===== src/tcsr_consts.svh =====
// register offsets, field positions and reset values for the touch status bank
`ifndef TCSR_CONSTS_SVH
`define TCSR_CONSTS_SVH

`define TCSR_NUM_CH 3
`define TCSR_ADDR_MAIN_CONTROL 8'h00
`define TCSR_ADDR_GENERAL_STATUS 8'h02
`define TCSR_ADDR_CH_TOUCH_STATUS 8'h03
`define TCSR_MAIN_CONTROL_RST 8'h00

// main control fields
`define TCSR_MC_INT 0
`define TCSR_MC_COMBO 1
`define TCSR_MC_CGAIN_LO 2
`define TCSR_MC_CGAIN_HI 3
`define TCSR_MC_DEEPEST_LOW_POWER_REQ 4
`define TCSR_MC_STANDBY_REQ 5
`define TCSR_MC_GAIN_LO 6
`define TCSR_MC_GAIN_HI 7

// general status fields
`define TCSR_GS_TOUCH 0
`define TCSR_GS_PATTERN 1
`define TCSR_GS_MULTI 2
`define TCSR_GS_HOLD 4
`define TCSR_GS_CAL_ERR 5
`define TCSR_GS_BASE_LIMIT 6

`endif


===== src/tcsr_pkg.sv =====
// types shared by the touch control and status register bank
package tcsr_pkg;
   typedef enum logic [1:0] {
      TCSR_PS_ACTIVE,
      TCSR_PS_STANDBY,
      TCSR_PS_COMBINED,
      TCSR_PS_DEEP_SLEEP
   } tcsr_power_state_t;
endpackage


===== src/tcsr_top.sv =====
// main control and status registers of a three-channel touch sensor
//
// Operation
// power state priority: deep sleep, then combined, then standby, else active
// gain code 00,01,10,11 decodes to analog gain 1,2,4,8
// combined off: main gain everywhere; on: secondary gain for standby inputs; code keeps main gain on inputs also active-enabled
// any gain field change triggers recalibration of every input from scratch
// standby scans standby inputs only; dropped inputs release and stay idle
// combined scans active and standby inputs; dropped inputs release
// deep sleep stops scanning, clears all status and the pending bit
// alert output is low whenever the pending bit is set
// touch on channel without interrupt enable never sets pending bit
// host writes zero to clear pending; alert releases, stale status clears
// base-limit flag bit 6 while any enabled input has base out of limit; code checks active-enabled inputs only
// calibration-failure flag bit 5 until every enabled input calibrates; code checks active-enabled inputs only
// hold flag bit 4 sets pending; clears with pending if touch ended
// multi-touch blocking flag bit 2 never sets the pending bit
// pattern flag bit 1 sets pending only if pattern alerts enabled
// summary touch bit 0 is OR of per-channel touch bits
// main control resets to 00h: active, unity gain, nothing pending
// channel touch status holds channels one to three in bits 0 to 2
// channel bit clears only after pending cleared and touch gone
// new touch on interrupt-enabled channel sets the pending bit
`timescale 1ns/1ps
`include "tcsr_consts.svh"

module tcsr_top
   import tcsr_pkg::*;
(
   // clock and reset
   input wire logic clk_in,
   input wire logic resetn_in,
   // register access from the serial bus front end
   input wire logic reg_wr_in,
   input wire logic reg_rd_in,
   input wire logic [7:0] reg_addr_in,
   input wire logic [7:0] reg_wdata_in,
   output logic [7:0] reg_rdata_out,
   // per-channel configuration from other register banks
   input wire logic [2:0] active_en_in,
   input wire logic [2:0] standby_en_in,
   input wire logic [2:0] irq_en_in,
   input wire logic pattern_irq_en_in,
   // sensing results
   input wire logic [2:0] touch_in,
   input wire logic [2:0] base_out_in,
   input wire logic [2:0] cal_fail_in,
   input wire logic hold_button_held_in,
   input wire logic hold_button_touch_in,
   input wire logic multi_block_in,
   input wire logic pattern_hit_in,
   // controls toward the sensing core
   output tcsr_power_state_t power_state_out,
   output logic [2:0] scan_en_out,
   output logic [11:0] ch_gain_out,
   output logic recal_all_out,
   // alert pin
   output logic alert_n_out
);

   ////////////////////////////////////////////////////////////////////////
   // main control register

   logic [7:0] main_control_q;
   logic wr_main;
   logic int_clear;
   logic int_set;
   logic deepest_low_power_req;
   logic combo;
   logic standby_req;
   logic [1:0] gain_code;
   logic [1:0] cgain_code;

   assign wr_main = reg_wr_in && (reg_addr_in == `TCSR_ADDR_MAIN_CONTROL);
   assign int_clear = wr_main && !reg_wdata_in[`TCSR_MC_INT];
   assign deepest_low_power_req = main_control_q[`TCSR_MC_DEEPEST_LOW_POWER_REQ];
   assign combo = main_control_q[`TCSR_MC_COMBO];
   assign standby_req = main_control_q[`TCSR_MC_STANDBY_REQ];
   assign gain_code = main_control_q[`TCSR_MC_GAIN_HI:`TCSR_MC_GAIN_LO];
   assign cgain_code = main_control_q[`TCSR_MC_CGAIN_HI:`TCSR_MC_CGAIN_LO];

   // writing a one to the pending bit does nothing; only hardware sets it
   always_ff @(posedge clk_in or negedge resetn_in) begin
      if (!resetn_in) begin
         main_control_q <= `TCSR_MAIN_CONTROL_RST;
      end else begin
         if (wr_main) begin
            main_control_q[7:1] <= reg_wdata_in[7:1];
         end
         if (wr_main && reg_wdata_in[`TCSR_MC_DEEPEST_LOW_POWER_REQ]) begin
            main_control_q[`TCSR_MC_INT] <= 1'b0;
         end else if (int_set) begin
            // a new event wins over a clear in the same cycle, unless that write also sets the deep sleep request bit
            main_control_q[`TCSR_MC_INT] <= 1'b1;
         end else if (int_clear) begin
            main_control_q[`TCSR_MC_INT] <= 1'b0;
         end
      end
   end

   ////////////////////////////////////////////////////////////////////////
   // power state and scanning

   tcsr_power_state_t ps_d;
   logic [2:0] scan_d;

   always_comb begin
      if (deepest_low_power_req) begin
         ps_d = TCSR_PS_DEEP_SLEEP;
         scan_d = 3'h0;
      end else if (combo) begin
         ps_d = TCSR_PS_COMBINED;
         scan_d = active_en_in | standby_en_in;
      end else if (standby_req) begin
         ps_d = TCSR_PS_STANDBY;
         scan_d = standby_en_in;
      end else begin
         ps_d = TCSR_PS_ACTIVE;
         scan_d = active_en_in;
      end
   end

   always_ff @(posedge clk_in or negedge resetn_in) begin
      if (!resetn_in) begin
         power_state_out <= TCSR_PS_ACTIVE;
      end else begin
         power_state_out <= ps_d;
      end
   end

   // the sensing core sees the scan set in the same cycle as the new power state output
   always_ff @(posedge clk_in or negedge resetn_in) begin
      if (!resetn_in) begin
         scan_en_out <= 3'h0;
      end else begin
         scan_en_out <= scan_d;
      end
   end

   ////////////////////////////////////////////////////////////////////////
   // gain selection and recalibration

   logic main_gain_chg;
   logic combo_gain_chg;
   logic gain_chg;

   // a write that only touches power bits leaves calibration alone;
   // only a real change of either gain field restarts it
   assign main_gain_chg =
      reg_wdata_in[`TCSR_MC_GAIN_HI:`TCSR_MC_GAIN_LO] != gain_code;
   assign combo_gain_chg =
      reg_wdata_in[`TCSR_MC_CGAIN_HI:`TCSR_MC_CGAIN_LO] != cgain_code;
   assign gain_chg = main_gain_chg || combo_gain_chg;

   always_ff @(posedge clk_in or negedge resetn_in) begin
      if (!resetn_in) begin
         recal_all_out <= 1'b0;
      end else begin
         recal_all_out <= wr_main && gain_chg;
      end
   end

   ////////////////////////////////////////////////////////////////////////
   // per-channel touch status

   logic [2:0] ch_touch_q;
   logic [2:0] eff_touch_q;
   logic [2:0] eff_touch;
   logic [2:0] new_touch;

   // an input that drops out of scanning looks released from then on
   assign eff_touch = touch_in & scan_d;
   assign new_touch = eff_touch & ~eff_touch_q;

   genvar gi;
   generate
      for (gi = 0; gi < `TCSR_NUM_CH; gi++) begin : g_ch
         logic [1:0] code;
         // active-enabled inputs keep the main gain in combined state
         assign code = (combo && standby_en_in[gi] && !active_en_in[gi]) ?
                       cgain_code : gain_code;

         always_ff @(posedge clk_in or negedge resetn_in) begin
            if (!resetn_in) begin
               ch_gain_out[gi*4 +: 4] <= 4'h1;
            end else begin
               ch_gain_out[gi*4 +: 4] <= 4'h1 << code;
            end
         end

         always_ff @(posedge clk_in or negedge resetn_in) begin
            if (!resetn_in) begin
               ch_touch_q[gi] <= 1'b0;
               eff_touch_q[gi] <= 1'b0;
            end else begin
               eff_touch_q[gi] <= eff_touch[gi];
               if (deepest_low_power_req) begin
                  ch_touch_q[gi] <= 1'b0;
               end else if (eff_touch[gi]) begin
                  ch_touch_q[gi] <= 1'b1;
               end else if (int_clear) begin
                  ch_touch_q[gi] <= 1'b0;
               end
            end
         end
      end
   endgenerate

   ////////////////////////////////////////////////////////////////////////
   // general status

   logic hold_q;
   logic hold_seen_q;
   logic pattern_q;
   logic pattern_seen_q;
   logic base_limit_q;
   logic cal_err_q;
   logic multi_q;
   logic hold_rise;
   logic pattern_rise;

   assign hold_rise = hold_button_held_in && !hold_seen_q && !deepest_low_power_req;
   assign pattern_rise = pattern_hit_in && !pattern_seen_q && !deepest_low_power_req;
   logic touch_irq;
   logic pattern_irq;

   // only enabled touches, hold and enabled pattern raise the pending bit
   assign touch_irq = |(new_touch & irq_en_in);
   assign pattern_irq = pattern_rise && pattern_irq_en_in;
   // the multi-touch block is deliberately left out of this sum
   assign int_set = touch_irq || hold_rise || pattern_irq;

   // edge memories keep a lasting condition from raising a second event
   always_ff @(posedge clk_in or negedge resetn_in) begin
      if (!resetn_in) begin
         hold_seen_q <= 1'b0;
      end else begin
         hold_seen_q <= hold_button_held_in && !deepest_low_power_req;
      end
   end

   always_ff @(posedge clk_in or negedge resetn_in) begin
      if (!resetn_in) begin
         pattern_seen_q <= 1'b0;
      end else begin
         pattern_seen_q <= pattern_hit_in && !deepest_low_power_req;
      end
   end

   always_ff @(posedge clk_in or negedge resetn_in) begin
      if (!resetn_in) begin
         hold_q <= 1'b0;
      end else if (deepest_low_power_req) begin
         hold_q <= 1'b0;
      end else if (hold_button_held_in) begin
         hold_q <= 1'b1;
      end else if (int_clear && !hold_button_touch_in) begin
         hold_q <= 1'b0;
      end
   end

   always_ff @(posedge clk_in or negedge resetn_in) begin
      if (!resetn_in) begin
         pattern_q <= 1'b0;
      end else if (deepest_low_power_req) begin
         pattern_q <= 1'b0;
      end else if (pattern_hit_in) begin
         pattern_q <= 1'b1;
      end else if (int_clear) begin
         pattern_q <= 1'b0;
      end
   end

   // level flags follow their causes; base-limit and calibration flags look at active-enabled inputs only
   always_ff @(posedge clk_in or negedge resetn_in) begin
      if (!resetn_in) begin
         base_limit_q <= 1'b0;
      end else begin
         base_limit_q <= !deepest_low_power_req && |(base_out_in & active_en_in);
      end
   end

   always_ff @(posedge clk_in or negedge resetn_in) begin
      if (!resetn_in) begin
         cal_err_q <= 1'b0;
      end else begin
         cal_err_q <= !deepest_low_power_req && |(cal_fail_in & active_en_in);
      end
   end

   always_ff @(posedge clk_in or negedge resetn_in) begin
      if (!resetn_in) begin
         multi_q <= 1'b0;
      end else begin
         multi_q <= !deepest_low_power_req && multi_block_in;
      end
   end

   ////////////////////////////////////////////////////////////////////////
   // read data and alert

   logic [7:0] gen_status;

   always_comb begin
      gen_status = 8'h00;
      gen_status[`TCSR_GS_TOUCH] = |ch_touch_q;
      gen_status[`TCSR_GS_PATTERN] = pattern_q;
      gen_status[`TCSR_GS_MULTI] = multi_q;
      gen_status[`TCSR_GS_HOLD] = hold_q;
      gen_status[`TCSR_GS_CAL_ERR] = cal_err_q;
      gen_status[`TCSR_GS_BASE_LIMIT] = base_limit_q;
   end

   logic [7:0] rd_d;

   // unmapped addresses read as zero
   always_comb begin
      unique case (reg_addr_in)
         `TCSR_ADDR_MAIN_CONTROL: rd_d = main_control_q;
         `TCSR_ADDR_GENERAL_STATUS: rd_d = gen_status;
         `TCSR_ADDR_CH_TOUCH_STATUS: rd_d = {5'h00, ch_touch_q};
         default: rd_d = 8'h00;
      endcase
   end

   // read data holds until the next read so a slow front end can take it
   always_ff @(posedge clk_in or negedge resetn_in) begin
      if (!resetn_in) begin
         reg_rdata_out <= 8'h00;
      end else if (reg_rd_in) begin
         reg_rdata_out <= rd_d;
      end
   end

   // the alert follows the pending bit one cycle later
   always_ff @(posedge clk_in or negedge resetn_in) begin
      if (!resetn_in) begin
         alert_n_out <= 1'b1;
      end else begin
         alert_n_out <= !main_control_q[`TCSR_MC_INT];
      end
   end

endmodule


===== config.mk =====
export PLATFORM = sky130hd
export DESIGN_NAME = tcsr_top
export DESIGN_NICKNAME = d
export VERILOG_FILES = /design/src/tcsr_pkg.sv /design/src/tcsr_top.sv
export VERILOG_INCLUDE_DIRS = /design/src
export SDC_FILE = /design/constraint.sdc
export NUM_CORES = 1
export LEC_CHECK = 0
export ABC_AREA = 0
export BUFFER_PORTS_ARGS = -buffer_cell sky130_fd_sc_hd__buf_2
export CAP_MARGIN = 10
export CORE_MARGIN = 3
export CORE_UTILIZATION = 28
export DETAILED_ROUTE_END_ITERATION = 8
export GPL_ROUTABILITY_DRIVEN = 0
export PLACE_DENSITY = 0.48
export SYNTH_ARGS = -nofsm -noshare
export SYNTH_HDL_FRONTEND = slang
export SYNTH_SLANG_ARGS = --single-unit

===== constraint.sdc =====
create_clock -name clk_in -period 3.4 [get_ports clk_in]
set_input_delay 0.68 -clock clk_in [delete_from_list [all_inputs] [get_ports clk_in]]
set_output_delay 0.68 -clock clk_in [all_outputs]
set_load 0.05 [all_outputs]

==> impl_metrics.env <==
export IMPL_cts_sinks=48
export IMPL_synth_warnings=0
export IMPL_rr_worst_depth=5
export IMPL_tns_ps=0
export IMPL_antenna_found_initial=0
export IMPL_insertion_delay_ps=300
export IMPL_yosysSeqAreaShare=0.595
export IMPL_core_sq_um=6910
export IMPL_ir_drop_mv=0.197
export IMPL_grt_pass1_vias=1596
export IMPL_worstReg2RegEnd="main_control_q[0]"
export IMPL_first_iter_violations=53
export IMPL_ys_ff_latch=48
export IMPL_hold_path_end="alert_n_out"
export IMPL_relSlewSlack=0.295
export IMPL_cp_end_kind="register"
export IMPL_die_area_sq_um=8290
export IMPL_fp_dieH_um=91.1
export IMPL_reg2reg_from="main_control_q[4]"
export IMPL_post_drt_wl_per_cell_um=14.5
export IMPL_syn_inst=163
export IMPL_start_kind="input port"
export IMPL_final_layout_size_suffix_gt1_frac=0.405
export IMPL_setup_violations_final=0
export IMPL_critical_path_required_ps=3590
export IMPL_path_delay_family="simple AND/OR/NAND/NOR gates"
export IMPL_cts_tree="yes"
export IMPL_cts_setup_buffers=0
export IMPL_final_hold_viol_count=0
export IMPL_timing_reg2reg_setup_slack_ps=1570
export IMPL_grt_usage=0.122
export IMPL_antenna_cells=0
export IMPL_holdPathStages=1
export IMPL_clkTransAtPathRegs_ps=90
export IMPL_drc=0
export IMPL_avgSynthCellArea_sq_um=12.4
export IMPL_max_freq_mhz=468
export IMPL_syn_nets=206
export IMPL_min_path_type="register to register"
export IMPL_cp_max_fo=6
export IMPL_ctsHoldBuffers=0
export IMPL_synth_cell_types=38
export IMPL_crit_arrival_ps=2320
export IMPL_num_rows=30
export IMPL_synthFlopType="dfrtp_1"
export IMPL_status="complete, no violations"
export IMPL_clock_path_buffers=2
export IMPL_final_nets=279
export IMPL_syn_area_sq_um=2030
export IMPL_min_period_over_period=0.628
export IMPL_htree_levels=2
export IMPL_io_buffers=69
export IMPL_place_hpwl_um=3640
export IMPL_cp_cell_sequence="buf_2 > or4_4 > nor4_4 > buf_4 > mux2_2"
export IMPL_async_reset_ff_frac=1.00
export IMPL_crit_type="input port to register"
export IMPL_p_leak_nw=1.31
export IMPL_dr_total_vias=1499
export IMPL_fin_skew_ps=7.72
export IMPL_root_buffer="clkbuf_8"
export IMPL_rsz0062_at_grt="no"
export IMPL_cts_resized=0
export IMPL_hold_start="main_control_q[0]"
export IMPL_cp_num_buf_inv=2
export IMPL_cts_made_buffers=5
export IMPL_gr_total_overflow=0
export IMPL_power_density_nw_per_um2=441
export IMPL_drt_pre_antenna_iters=8
export IMPL_synth_edff_count=0
export IMPL_startpoint="reg_addr_in[3]"
export IMPL_detail_route_antenna_nets=0
export IMPL_finalWirelength_um=4810
export IMPL_finalMaxSlewViolations=0
export IMPL_start_util=0.293
export IMPL_cp_slowest_cell="or4_4"
export IMPL_die_w_um=91.1
export IMPL_worst_path_largest_cell_delay_ps=550
export IMPL_grt_max_degree=49
export IMPL_area_delta_synth_final_pct=27.0
export IMPL_period_minus_slack_ps=2140
export IMPL_power_total_mw=1.13
export IMPL_tightest_slew_ps=1060
export IMPL_grt_pass1_wl_um=8000
export IMPL_viasPerCell=4.50
export IMPL_maxCapViolCount=0
export IMPL_ios=70
[how the worst max path moves through the flow]
stage	endpoint	slack [ps]	cells after the start
finish	main_control_q[7]	1260	5
global route	main_control_q[7]	1180	5
CTS	main_control_q[7]	1250	5
detailed placement	main_control_q[2]	930	5
global placement	main_control_q[7]	970	5
floorplan	ch_touch_q[0]	1160	5
[per-stage QoR]
step	hold slack (ps)	std cells	utilization	worst slack, ps	instance area, sq um
floorplan	384	163	-	1160	2030
global placement	465	325	0.359	969	2480
detailed placement	438	325	0.359	933	2480
CTS	477	333	0.372	1250	2570
global route	490	333	0.372	1180	2570
finish	469	333	0.372	1260	2570
[synth_stat cells, drive strengths merged, types with 3 or more instances]
cell type	number	share of area
xor2	4	0.017
a21o	4	0.015
mux2i	11	0.054
and2	6	0.019
nor3	4	0.0099
or2	3	0.0093
nor2b	9	0.028
nand3b	3	0.011
dfstp	4	0.052
nor4bb	3	0.015
o2bb2ai	6	0.026
a21oi	3	0.0074
nand2b	3	0.0093
dfrtp	44	0.54
o21ai	3	0.0074
nor2	20	0.038
mux2	7	0.039
[cells by family (layout without fill, tap and decap cells)]
family / Yosys count / after routing / share of synthesized area
and+or+nand+nor: 56 / 56 / 0.164
xor gates and xnor gates: 4 / 4 / 0.0173
DFF: 48 / 48 / 0.595
muxes: 18 / 18 / 0.0933
AOI/OAI and AO/OA: 30 / 30 / 0.115
buffers and inverters: 7 / 81 / 0.0148
[cell usage in the layout (no fill, tap or decap), types with 3 or more instances in the layout]
cell type and instances:
nor3_1 4, nor2_1 19, nand2b_1 3, xor2_1 4
nor2b_1 9, o2bb2ai_1 6, buf_2 69, o21ai_0 3
dfstp_2 4, a21o_1 4, clkbuf_8 6, or2_2 3
nor4bb_1 3, nand3b_1 3, a21oi_1 3, mux2_2 7
and2_1 6, dfrtp_1 44, mux2i_1 11
[registers in the layout, indices dropped and copies added, names as in the netlist]
signal / cells
ch_touch_q: 3
multi_q: 1
cal_err_q: 1
pattern_seen_q: 1
recal_all_out: 1
base_limit_q: 1
reg_rdata_out: 8
hold_q: 1
scan_en_out: 3
power_state_out: 2
hold_seen_q: 1
alert_n_out: 1
pattern_q: 1
eff_touch_q: 3
main_control_q: 8
ch_gain_out: 12
[where the power goes]
part | total (mW) | internal (mW) | switching (mW)
Combinational | 0.166 | 0.0593 | 0.107
Sequential | 0.618 | 0.600 | 0.0183
Clock | 0.351 | 0.163 | 0.188
Total | 1.13 | 0.822 | 0.313
[metal layers]
metal / global-route usage / share of wire / up-vias
met2: 0.188 / 0.47 / 41
met5: 0 / 0 / -
met1: 0.167 / 0.47 / 720
met4: 0.0377 / 0.012 / 0
met3: 0.0315 / 0.053 / 8
li1: - / - / 730
[final cells by class]
type                            instances  area [sq um]
Sequential cell                        48          1210
Fill cell                             735          4330
Inverter                                3          11.3
Timing Repair Buffer                   70           353
Tap cell                               96           120
Multi-Input combinational cell        108           790
Clock inverter                          2          10.0
Clock buffer                            6          82.6
Note: power is estimated with default switching activity, not from simulation.
